**config.mk**
```make
export PLATFORM = sky130hd
export DESIGN_NAME = fpp_flash_ctrl
export DESIGN_NICKNAME = d
export VERILOG_FILES = /design/src/common/fpp_pkg.sv /design/src/rtl/fpp_link_entry.sv /design/src/rtl/fpp_flash_ctrl.sv
export SDC_FILE = /design/constraint.sdc
export NUM_CORES = 1
export LEC_CHECK = 0
export ABC_AREA = 1
export BUFFER_PORTS_ARGS = -buffer_cell sky130_fd_sc_hd__buf_2
export CORE_MARGIN = 4
export CORE_UTILIZATION = 59
export CTS_BUF_LIST = sky130_fd_sc_hd__clkbuf_8 sky130_fd_sc_hd__clkbuf_16
export DETAILED_ROUTE_END_ITERATION = 16
export PLACE_DENSITY = 0.86
export SLEW_MARGIN = 20
export SYNTH_ARGS = -nofsm -noshare
export SYNTH_HDL_FRONTEND = slang
export SYNTH_SLANG_ARGS = --single-unit
```
**constraint.sdc**
```tcl
create_clock -name pclk -period 2.8 [get_ports pclk]
set_input_delay 0.28 -clock pclk [delete_from_list [all_inputs] [get_ports pclk]]
set_output_delay 0.28 -clock pclk [all_outputs]
set_load 0.02 [all_outputs]
```
**src/common/fpp_pkg.sv**
```systemverilog
// Purpose: shared constants and types of the flash program and protect block
// Assumes: 8-bit APB address, 32-bit data, one aligned word per register
// Notes: option byte layout and sector 0 size table are fixed here
`default_nettype none
package fpp_pkg;
   // ****************************************************
   // register map
   // ****************************************************
   localparam logic [7:0] OFF_CSR = 8'h00;
   localparam logic [7:0] OFF_ADDR = 8'h04;
   localparam logic [7:0] OFF_DATA = 8'h08;
   localparam logic [7:0] OFF_OPT = 8'h0c;
   localparam logic [7:0] OFF_STAT = 8'h10;
   localparam logic [7:0] KEY_FIRST = 8'h56;
   localparam logic [7:0] KEY_SECOND = 8'hae;
   localparam logic [2:0] CSR_RESET = 3'h0;
   localparam int CSR_OPT = 2;
   localparam int CSR_LAT = 1;
   localparam int CSR_PGM = 0;
   localparam int ADDR_ERASE = 16;
   localparam logic [7:0] OPT_RESET = 8'h00;
   localparam int OPT_RD = 0;
   localparam int OPT_WE = 1;
   localparam int OPT_SZ = 2;
   // ****************************************************
   // memory layout
   // ****************************************************
   localparam int ROW_BYTES = 32;
   localparam int IDX_W = 5;
   localparam logic [15:0] FLASH_BASE = 16'hf000;
   localparam logic [15:0] EE_BASE = 16'h1000;
   localparam logic [15:0] EE_END = 16'h107f;
   localparam logic [3:0][15:0] SEC0_BASE = {16'hf400, 16'hf800, 16'hfc00, 16'hfe00};
   localparam logic [3:0] ENTRY_EDGES = 4'h4;
   // ****************************************************
   // types
   // ****************************************************
   typedef enum logic [1:0] {MD_SELF, MD_SOCKET, MD_SERIAL} fpp_mode_t;
   typedef enum logic [1:0] {LK_LOCKED, LK_HALF, LK_OPEN} fpp_lock_t;
   typedef enum logic [1:0] {SQ_IDLE, SQ_WAIT_ALL, SQ_WAIT} fpp_seq_t;
   typedef struct packed {
      logic psel;
      logic penable;
      logic pwrite;
      logic [7:0] paddr;
      logic [31:0] pwdata;
   } fpp_apb_req_t;
   typedef struct packed {
      logic pready;
      logic pslverr;
      logic [31:0] prdata;
   } fpp_apb_rsp_t;
   typedef struct packed {
      logic valid;
      logic erase;
      logic erase_all;
      logic opt_row;
      logic [15:0] addr;
      logic [ROW_BYTES-1:0] mask;
      logic [ROW_BYTES-1:0][7:0] data;
   } fpp_flash_req_t;
endpackage
`default_nettype wire

```
**src/rtl/fpp_link_entry.sv**
```systemverilog
// Purpose: serial programming entry detect on the tool pins
// Assumes: all pins are asynchronous to pclk
// Notes: session lasts until the next presetn
`default_nettype none
`timescale 1ns/1ns
module fpp_link_entry import fpp_pkg::*; (
   // clock and reset
   input wire logic pclk,
   input wire logic presetn,
   // tool pins
   input wire logic board_serial_clock,
   input wire logic board_serial_data,
   input wire logic reset_pin_n,
   input wire logic socket_pin,
   // status
   output logic session_ff,
   output logic attached_ff,
   output logic socket_ff
);
   typedef struct packed {
      logic [3:0] s1;
      logic [3:0] s2;
      logic clk_prev;
      logic rst_prev;
      logic [3:0] cnt;
      logic session;
      logic attached;
   } fpp_entry_st_t;
   fpp_entry_st_t st, nxt;

   always_comb begin
      nxt = st;
      nxt.s1 = {socket_pin, reset_pin_n, board_serial_data, board_serial_clock};
      nxt.s2 = st.s1;
      nxt.clk_prev = st.s2[0];
      nxt.rst_prev = st.s2[2];
      if (!st.s2[2]) begin
         // clock held high during reset never counts an edge
         if (st.s2[0] && !st.clk_prev) begin
            if (st.s2[1]) begin
               nxt.cnt = (st.cnt == ENTRY_EDGES) ? st.cnt : st.cnt + 4'h1;
            end else begin
               nxt.cnt = 4'h0;
            end
         end
      end else begin
         nxt.cnt = 4'h0;
         if (!st.rst_prev && st.cnt == ENTRY_EDGES) begin
            nxt.session = 1'b1;
            nxt.attached = 1'b1;
         end
      end
   end

   always_ff @(posedge pclk or negedge presetn) begin
      if (!presetn) begin
         st <= '0;
      end else begin
         st <= nxt;
      end
   end

   assign session_ff = st.session;
   assign attached_ff = st.attached;
   assign socket_ff = st.s2[3];
endmodule
`default_nettype wire

```
**src/rtl/fpp_flash_ctrl.sv**
```systemverilog
// Purpose: flash program sequencer with mode and protection gating, APB slave
// Assumes: flash array answers each request with a one-cycle flash_done pulse
// Notes: option byte is loaded from opt_nv in the first cycle after reset
`default_nettype none
`timescale 1ns/1ns
module fpp_flash_ctrl import fpp_pkg::*; (
   // clock and reset
   input wire logic pclk,
   input wire logic presetn,
   // register bus
   input wire fpp_apb_req_t apb_req,
   output fpp_apb_rsp_t apb_rsp,
   // tool pins
   input wire logic board_serial_clock,
   input wire logic board_serial_data,
   input wire logic reset_pin_n,
   input wire logic socket_pin,
   // flash array
   input wire logic [7:0] opt_nv,
   input wire logic flash_done,
   output fpp_flash_req_t flash_req,
   // system
   output logic system_boot,
   output logic serial_pins_owned,
   output logic ext_read_block
);
   typedef struct packed {
      fpp_lock_t lock;
      logic [2:0] csr;
      logic erase_sel;
      logic [15:0] addr;
      logic [7:0] opt_stage;
      logic [7:0] opt_cur;
      logic loaded;
      logic denied;
      fpp_seq_t seq;
      fpp_flash_req_t req;
      fpp_apb_rsp_t rsp;
      logic rd_block;
   } fpp_st_t;
   fpp_st_t st, nxt;
   logic session, attached, socket_mode;
   fpp_mode_t mode;
   logic [15:0] sec0_base;
   logic in_ee, in_sec0, in_sec1, permit, rd_removal, wr_acc, rd_acc;
   logic [7:0] opt_new;

   // ****************************************************
   // pin side
   // ****************************************************
   fpp_link_entry u_entry (
      .pclk(pclk),
      .presetn(presetn),
      .board_serial_clock(board_serial_clock),
      .board_serial_data(board_serial_data),
      .reset_pin_n(reset_pin_n),
      .socket_pin(socket_pin),
      .session_ff(session),
      .attached_ff(attached),
      .socket_ff(socket_mode)
   );

   // ****************************************************
   // region and permission decode
   // ****************************************************
   always_comb begin
      if (session) begin
         mode = MD_SERIAL;
      end else if (socket_mode) begin
         mode = MD_SOCKET;
      end else begin
         mode = MD_SELF;
      end
      sec0_base = SEC0_BASE[st.opt_cur[OPT_SZ +: 2]];
      in_ee = st.addr >= EE_BASE && st.addr <= EE_END;
      in_sec0 = st.addr >= sec0_base;
      in_sec1 = st.addr >= FLASH_BASE && !in_sec0;
      opt_new = st.opt_stage;
      opt_new[OPT_WE] = st.opt_stage[OPT_WE] | st.opt_cur[OPT_WE];
      rd_removal = st.opt_cur[OPT_RD] && !opt_new[OPT_RD];
      if (st.csr[CSR_OPT]) begin
         permit = mode != MD_SELF;
      end else if (in_ee) begin
         permit = 1'b1;
      end else if (in_sec0) begin
         permit = mode != MD_SELF && !st.opt_cur[OPT_WE];
      end else begin
         permit = in_sec1 && !st.opt_cur[OPT_WE];
      end
      wr_acc = apb_req.psel && apb_req.penable && st.rsp.pready && apb_req.pwrite;
      rd_acc = apb_req.psel && apb_req.penable && st.rsp.pready && !apb_req.pwrite;
   end

   // ****************************************************
   // next state
   // ****************************************************
   always_comb begin
      nxt = st;
      nxt.req.valid = 1'b0;
      nxt.rsp.pready = apb_req.psel && !apb_req.penable;
      if (!st.loaded) begin
         nxt.opt_cur = opt_nv;
         nxt.opt_stage = opt_nv;
         nxt.loaded = 1'b1;
      end
      // read data is prepared in the setup cycle
      if (apb_req.psel && !apb_req.penable) begin
         nxt.rsp.pslverr = 1'b0;
         nxt.rsp.prdata = '0;
         case (apb_req.paddr)
            OFF_CSR: nxt.rsp.prdata[2:0] = st.csr;
            OFF_ADDR: nxt.rsp.prdata[ADDR_ERASE:0] = {st.erase_sel, st.addr};
            OFF_DATA: nxt.rsp.prdata = '0;
            OFF_OPT: nxt.rsp.prdata[7:0] = st.opt_stage;
            OFF_STAT: nxt.rsp.prdata[15:0] = {mode, st.lock, st.seq, st.denied,
                                              attached, st.opt_cur};
            default: nxt.rsp.pslverr = 1'b1;
         endcase
      end
      if (rd_acc && apb_req.paddr == OFF_STAT) begin
         nxt.denied = 1'b0;
      end
      if (wr_acc) begin
         case (apb_req.paddr)
            OFF_CSR: begin
               case (st.lock)
                  LK_LOCKED: begin
                     nxt.lock = (apb_req.pwdata[7:0] == KEY_FIRST) ? LK_HALF : LK_LOCKED;
                  end
                  LK_HALF: begin
                     nxt.lock = (apb_req.pwdata[7:0] == KEY_SECOND) ? LK_OPEN : LK_LOCKED;
                  end
                  LK_OPEN: begin
                     if (apb_req.pwdata[7:3] != 5'h00) begin
                        nxt.lock = LK_LOCKED;
                     end else if (st.seq == SQ_IDLE) begin
                        nxt.csr = apb_req.pwdata[2:0];
                     end
                  end
                  default: nxt.lock = LK_LOCKED;
               endcase
            end
            OFF_ADDR: begin
               nxt.addr = apb_req.pwdata[15:0];
               nxt.erase_sel = apb_req.pwdata[ADDR_ERASE];
            end
            OFF_DATA: begin
               // bytes land in the row latch only while the latch is enabled
               if (st.csr[CSR_LAT] && st.seq == SQ_IDLE) begin
                  nxt.req.data[st.addr[IDX_W-1:0]] = apb_req.pwdata[7:0];
                  nxt.req.mask[st.addr[IDX_W-1:0]] = 1'b1;
               end
            end
            OFF_OPT: nxt.opt_stage = apb_req.pwdata[7:0];
            default: nxt.opt_stage = st.opt_stage;
         endcase
      end
      // dropping the latch enable discards anything latched
      if (st.csr[CSR_LAT] && !nxt.csr[CSR_LAT]) begin
         nxt.req.mask = '0;
      end
      case (st.seq)
         SQ_IDLE: begin
            if (st.csr[CSR_PGM] && st.loaded) begin
               if (!permit) begin
                  nxt.denied = 1'b1;
                  nxt.csr = CSR_RESET;
                  nxt.req.mask = '0;
               end else begin
                  nxt.req.valid = 1'b1;
                  nxt.req.addr = st.addr;
                  nxt.req.opt_row = st.csr[CSR_OPT];
                  nxt.req.erase = st.erase_sel;
                  nxt.req.erase_all = st.csr[CSR_OPT] && rd_removal;
                  nxt.seq = nxt.req.erase_all ? SQ_WAIT_ALL : SQ_WAIT;
                  if (st.csr[CSR_OPT]) begin
                     nxt.req.data[0] = opt_new;
                  end
               end
            end
         end
         SQ_WAIT_ALL: begin
            if (flash_done) begin
               nxt.req.valid = 1'b1;
               nxt.req.erase_all = 1'b0;
               nxt.req.erase = 1'b0;
               nxt.seq = SQ_WAIT;
            end
         end
         SQ_WAIT: begin
            if (flash_done) begin
               if (st.req.opt_row) begin
                  nxt.opt_cur = st.req.data[0];
               end
               nxt.csr = CSR_RESET;
               nxt.req.mask = '0;
               nxt.seq = SQ_IDLE;
            end
         end
         default: nxt.seq = SQ_IDLE;
      endcase
      nxt.rd_block = nxt.opt_cur[OPT_RD] && mode != MD_SELF;
   end

   always_ff @(posedge pclk or negedge presetn) begin
      if (!presetn) begin
         st <= '0;
      end else begin
         st <= nxt;
      end
   end

   assign apb_rsp = st.rsp;
   assign flash_req = st.req;
   assign system_boot = session;
   assign serial_pins_owned = attached;
   assign ext_read_block = st.rd_block;
endmodule
`default_nettype wire

```
## Word-level counts from Yosys, hierarchy flattened

Index checks and enable logic that the tools add are counted.

| word-level totals | value |
|---|---|
| flip-flop bits (word level) | 385 |
| latch bits | 0 |
| bits in writable memories | 0 |
| bits in read-only memories | 0 |
| input port bits | 58 |
| output and inout bits | 345 |
| word-level logic and storage cells | 190 |
| memories kept | 0 |

| cells by class | value |
|---|---|
| add/sub/neg operators | 1 |
| multiply operators | 0 |
| divide/modulo/power cells | 0 |
| order comparisons | 7 |
| equal/unequal tests | 18 |
| shift-type cells | 0 |
| muxes and demuxes | 61 |
| bitwise logic cells | 2 |
| reductions and logical operators | 44 |

Operators by type and width:

| operator | number |
|---|---|
| 288-bit 2-to-1 mux | 3 |
| 256-bit bitwise mux | 1 |
| 32-bit 2-to-1 mux | 3 |
| 8-bit 2-to-1 mux | 8 |
| 32-bit case mux with 2 select lines | 1 |
| 55-bit 2-to-1 mux | 1 |
| 8-bit demux with 5-bit select | 1 |
| 17-bit 2-to-1 mux | 2 |
| 16-bit binary-select mux with 2-bit select | 1 |
| 32-bit bitwise OR | 1 |
| 8-bit case mux with 2 select lines | 2 |
| 28-bit 2-to-1 mux | 1 |
| 22-bit 2-to-1 mux | 1 |
| 3-bit 2-to-1 mux | 7 |
| 1-bit logical AND | 19 |
| 8-bit by 4-bit equality test with 1-bit output (second input constant) | 2 |
| 16-bit by 13-bit greater-or-equal comparator with 1-bit output (second input constant) | 1 |
| 16-bit greater-or-equal comparator | 1 |
| 16-bit greater-or-equal comparator (second input constant) | 1 |
| 16-bit by 13-bit <= comparator with 1-bit output (second input constant) | 1 |
| 16-bit 2-to-1 mux | 1 |
| 4-bit 2-to-1 mux | 4 |
| 5-bit case mux with 3 select lines | 1 |
| 2-bit case mux with 3 select lines | 2 |
| other kinds (31) | 67 |

## Longest topological paths before layout

| depth | value |
|---|---|
| depth in word-level cells | 12 |
| mapped depth | 17 |

## By module

From an unflattened synthesis, not the netlist that was laid out.

| second synthesis, totals | value |
|---|---|
| cell total of the unflattened synthesis | 1950 |
| area, all modules | 17646.9 um2 |

By module, submodules not included:

| module | times used | cells an instance | area an instance (um2) | seq. area each (um2) |
|---|---|---|---|---|
| fpp_flash_ctrl | 1 | 1891 | 17053.9 | 9258.9 |
| fpp_link_entry | 1 | 59 | 593.1 | 375.4 |

## Worst setup path before layout

Ideal clock, no wire load.

| timing path | value |
|---|---|
| kind | register to register |
| start point | register st[343] in the netlist's numbering |
| end point | register (tool-made name) |
| arrival time | 1745 ps |
| setup slack | 923 ps |
| stages on the path, launching flop included | 12 |
| period minus slack after synthesis | 1877 ps |
| path through | dfrtp_1 buf_6 nor2_4 inv_2 nor2_4 inv_2 nor3_4 buf_12 nand3_4 buf_6 nand2_1 o21ai_2 |

RTL lines:

| element | RTL line | source |
|---|---|---|
| from (decl) | fpp_flash_ctrl.sv:41 | `fpp_st_t st, nxt;` |
| from (signal assigned) | fpp_flash_ctrl.sv:209 | `st <= nxt;` |

## Worst setup path after layout

| timing path | value |
|---|---|
| start point | register st[349] in the netlist's numbering |
| end point | register st, in the netlist flash_req[302] |

| between the ends | value |
|---|---|
| longest elaborated chain between the ends | 10 |

Ends and longest elaborated chain:

| element | RTL line | source |
|---|---|---|
| 16-bit binary-select mux with 2-bit select * | fpp_flash_ctrl.sv:74 | `sec0_base = SEC0_BASE[st.opt_cur[OPT_SZ +: 2]];` |
| 16-bit 2-to-1 mux (not written as such) * | fpp_flash_ctrl.sv:74 |  |
| 16-bit greater-or-equal comparator * | fpp_flash_ctrl.sv:76 | `in_sec0 = st.addr >= sec0_base;` |
| 1-bit zero test | fpp_flash_ctrl.sv:77 | `in_sec1 = st.addr >= FLASH_BASE && !in_sec0;` |
| 1-bit logical AND | fpp_flash_ctrl.sv:77 |  |
| 1-bit logical AND | fpp_flash_ctrl.sv:88 | `permit = in_sec1 && !st.opt_cur[OPT_WE];` |
| 1-bit 2-to-1 mux * | fpp_flash_ctrl.sv:85 | `end else if (in_sec0) begin` |
| 1-bit 2-to-1 mux * | fpp_flash_ctrl.sv:83 | `end else if (in_ee) begin` |
| 1-bit 2-to-1 mux * | fpp_flash_ctrl.sv:81 | `if (st.csr[CSR_OPT]) begin` |
| 3-bit AND reduction (no line) * | -- |  |

Every way passes the cells marked *; elsewhere a longest branch is shown, timed or not. The select of a mux whose other input is x is not followed.
A chain may end at the register's enable or synchronous reset.

==> impl_results.md <==
- Post-synthesis compound-gate area fraction: 11.8%
- EDFF count, synth: 0
- Total via count after detailed routing: 13300
- Depth of the worst hold-timing path: 3
- Worst Path Class, Setup: reg2reg
- Total die area: 34100 µm²
- Avg WL per Cell: 20.1 µm
- Power density over the cells: 643 nW/µm²
- Largest net degree at the start of global routing: 90
- # clock sinks: 385
- Sum of negative setup slack: 0 ps
- Initial antenna violation count: 0
- Unrepaired setup endpoints after global routing: no
- IO Port Bufs: 372
- Die Wd: 185 µm
- Number of DRC violations after detailed routing: 0
- Max clock buf depth: 3
- Design internal power: 9.44 mW
- Combinational family with the most area after synthesis: buffers and inverters
- Post-synth top area cell: sky130_fd_sc_hd__dfrtp_1
- DRC marker count from the first detailed-route iteration: 1142
- Top cells by area in the synthesized netlist: sky130_fd_sc_hd__dfrtp_1 52%, sky130_fd_sc_hd__buf_4 14%, sky130_fd_sc_hd__nand2_1 8.2%
- Post-layout utilization of the core: 63.6%
- Final period demand of the worst path: 2420 ps
- Setup crit start kind: register
- Count of synthesis-stage warnings from yosys: 0
- Routability cong.: 0.930
- WP data required: 3200 ps
- Summed instance area of the synthesized netlist: 18400 µm²
- Most common flop cell mapped by yosys: sky130_fd_sc_hd__dfrtp_1
- Switching Power: 3.11 mW
- Area added between synthesis and finish: 6.00%
- Actual transition at the worst max-transition pin: 848 ps
- Period utilization: 86.6%
- Fin. max-slew vios: 0
- Number of global-route vias before repair: 13300
- Reg power frac: 46.7%
- Endpoints failing hold: 0
- Standard-cell rows: 64
- Flip-flop and latch count after synthesis: 385
- Final ANT Viol Nets: 0
- Cell types with the highest counts after synthesis: 404 x sky130_fd_sc_hd__nand2_1, 385 x sky130_fd_sc_hd__dfrtp_1, 347 x sky130_fd_sc_hd__buf_4
- Clock tree from TritonCTS: done
- Worst relative slew slack: 43.4%
- Area share of the largest cell type after synthesis: 52.4%
- CTS H-Tree Depth: 2
- Sw Share: 24.8%
- FF-to-FF path depth: 12
- Final nets: 2033
- Initial core utilization: 60.0%
- Gate count after technology mapping: 1921
- Number of non-filler instances in the completed layout: 2396
- Total wire length after detailed routing: 48100 µm
- CTS resizes: 0
- Layout cell share with drive strength beyond 1: 30.1%
- Total setup violations reported at the end of the flow: 0
- Slowest CP cell: sky130_fd_sc_hd__nand3_2
- Global-route wire length before repair: 74700 µm
- First-pass DRT Iterations: 6
- Number of instances in the placed design: 2315
- GRT Total Usage: 28.0%
- Maximum vdd ir drop: 0.423 mV
- Biggest cell delay along the critical path: 460 ps
- Clock group share of total power: 44.5%
- Synth Area in Adders: 0.340%
- Core Box Area: 30700 µm²
- Static Leakage: 10.3 nW
- Most instantiated library cell after synthesis: sky130_fd_sc_hd__nand2_1
- Status: complete, no violations
- Clock transition time at the flip-flop clock pins of the worst setup and hold paths: 60 ps
- Share of synthesized flip-flops with an asynchronous set or reset: 100%
- Number of filler cells placed in the layout: 2355
- Largest fanout of any net on the critical path: 26
- Number of buffers created by CTS: 40
- Logic gate share of total power: 8.8%
- Half-perimeter wire length of the detailed placement result: 32900 µm
- Post-Synth XOR/XNOR Area: 0.0952%
- Library cell appearing most often on the critical path: sky130_fd_sc_hd__nand2_1
- Boundary pin count: 403
- Y dimension of the die: 185 µm
- Reported max-cap violation count: 0
- Area share of and/or/nand/nor cells after synthesis: 15.7%
- Hold Path Class: in2reg
- Avg Vias per Cell: 5.53
- Source-to-sink clock delay at the later pin of the worst-skew pair: 520 ps
- Setup Skew: 15.9 ps
- Syn avg cell area: 9.58 µm²
- Proportion of synthesized area in mux cells: 0.796%
- Cell at the root of the clock tree: sky130_fd_sc_hd__clkbuf_16
- Maximum operating frequency: 413 MHz
- Part of the Yosys area used for sequential elements: 52.4%
- Number of different library cells in the post-synthesis netlist: 43
- Arrival @ worst endpoint: 2820 ps
- GR Overflow Total: 0
- CP cell instances: nand2_1 -> inv_1 -> ha_1 -> a21oi_1 -> nand2_1 -> nand2_1 -> nand2_1 -> nand2_1 -> nand2_1 -> nand2_1 -> nand3_2 -> o21ai_0
- Area taken by flip-flops and latches: 9630 µm²
- Combined area of the multi-input logic cells: 5340 µm²
- Kind of end point of the critical path: register
-- through the flow --
| stage | worst slack [ps] | hold slack, ps | area, µm² | power, mW |
|---|---|---|---|---|
| detailed placement | 506 | 255 | 18000 | 7.04 |
| CTS | 450 | 3.07 | 19500 | 12.6 |
| finish | 377 | 12.6 | 19500 | 12.5 |
| floorplan | 923 | -15.6 | 18500 | 6.72 |
| global placement | 591 | 257 | 18000 | 7.00 |
| global route | 217 | 17.7 | 19500 | 13.0 |
-- worst max-delay path, delay by kind of cell (launching register included) --
family                     cells  cell delay (ps)
and+or+nand+nor                8              940
AOI/OAI and AO/OA              2              600
DFF                            1              410
adders and majority gates      1              280
buffers and inverters          1               50
-- kinds of logic (layout without fill, tap and decap cells) --
family,after synthesis,in the layout
other cells,2,17
mux,13,13
flops,385,385
buf+inv,512,576
fa+ha+maj,5,5
compound gates,387,387
xor+xnor,2,2
simple gates,615,615
-- final cells by class --
class,count,share of cell area (%)
antenna,1,0.0128
clock buffer,52,6.04
clock inverter,19,1.17
inverter,89,1.71
multi-input combinational,1038,27.4
sequential,385,49.4
tap,396,2.54
timing repair buffer,416,11.7
-- layout by cell type (no fill, tap or decap), types with 2 or more instances in the layout --
cell type	netlist	final
sky130_fd_sc_hd__nand2_1	404	404
sky130_fd_sc_hd__dfrtp_1	385	385
sky130_fd_sc_hd__buf_2	11	371
sky130_fd_sc_hd__o21ai_1	204	204
sky130_fd_sc_hd__nor2_1	118	118
sky130_fd_sc_hd__inv_1	81	77
sky130_fd_sc_hd__o21ai_0	67	67
sky130_fd_sc_hd__o21ai_2	47	47
sky130_fd_sc_hd__a21oi_1	41	41
sky130_fd_sc_hd__clkbuf_16	0	41
sky130_fd_sc_hd__buf_4	347	30
sky130_fd_sc_hd__nand3_4	23	23
sky130_fd_sc_hd__nand3_1	19	19
sky130_fd_sc_hd__conb_1	2	16
sky130_fd_sc_hd__nor3_1	14	14
sky130_fd_sc_hd__mux2_2	13	13
sky130_fd_sc_hd__inv_2	6	12
sky130_fd_sc_hd__a31oi_1	11	11
sky130_fd_sc_hd__clkbuf_8	0	11
sky130_fd_sc_hd__dlygate4sd3_1	0	9
sky130_fd_sc_hd__nor2_2	7	7
sky130_fd_sc_hd__nand2_4	7	7
sky130_fd_sc_hd__o22ai_1	7	7
sky130_fd_sc_hd__nor2_4	6	6
sky130_fd_sc_hd__nand4_1	6	6
sky130_fd_sc_hd__clkinv_2	0	6
sky130_fd_sc_hd__ha_1	5	5
sky130_fd_sc_hd__bufinv_16	0	5
sky130_fd_sc_hd__clkinvlp_4	0	5
sky130_fd_sc_hd__buf_12	3	5
sky130_fd_sc_hd__o31ai_1	4	4
sky130_fd_sc_hd__clkinv_1	2	3
sky130_fd_sc_hd__nand4_2	2	2
sky130_fd_sc_hd__a31o_2	2	2
sky130_fd_sc_hd__nor2_8	2	2
sky130_fd_sc_hd__nand3_2	2	2
sky130_fd_sc_hd__xor2_1	2	2
-- metal layers --
layer	part of all wire, %	GRT usage [%]	up-vias	routed length, µm
met5	0	0	-	0
met4	5.1	12.4	0	2450
met3	9.5	6.71	164	4560
met2	47	45.4	655	22800
met1	38	36.1	6454	18400
li1	-	-	5977	-
-- path summary, 6_finish.rpt --
kind / from / end / slack (ps)
min in group asynchronous: presetn / asynchronous set/reset pin / 290
worst max register to register: st[349] / flash_req[302] / 380
worst min-delay path: apb_req[14] / st[377] / 10
max in group asynchronous: presetn / asynchronous set/reset pin / 1660
worst max-delay path: st[349] / flash_req[302] / 380
worst min register to register: u_entry.nxt[9] / u_entry.st[9] / 350
-- power groups by stage --
| stage | clock [mW] | sequential [mW] | combinational, mW |
|---|---|---|---|
| after global routing | 5.90 | 5.87 | 1.21 |
| after detailed placement | 0 | 5.95 | 1.09 |
| final | 5.59 | 5.86 | 1.11 |
| after global placement | 0 | 5.94 | 1.06 |
| after CTS | 5.66 | 5.85 | 1.11 |
| after floorplan | 0 | 5.91 | 0.813 |
-- timing repair --
| action | CTS | global route |
|---|---|---|
| hold buffers | 9 | 0 |
| endpoints found under the setup margin | 0 | 0 |
| buffers inserted | 0 | 0 |
| hold endpoints to repair | 63 | 0 |
(Power assumes the default switching activity.)
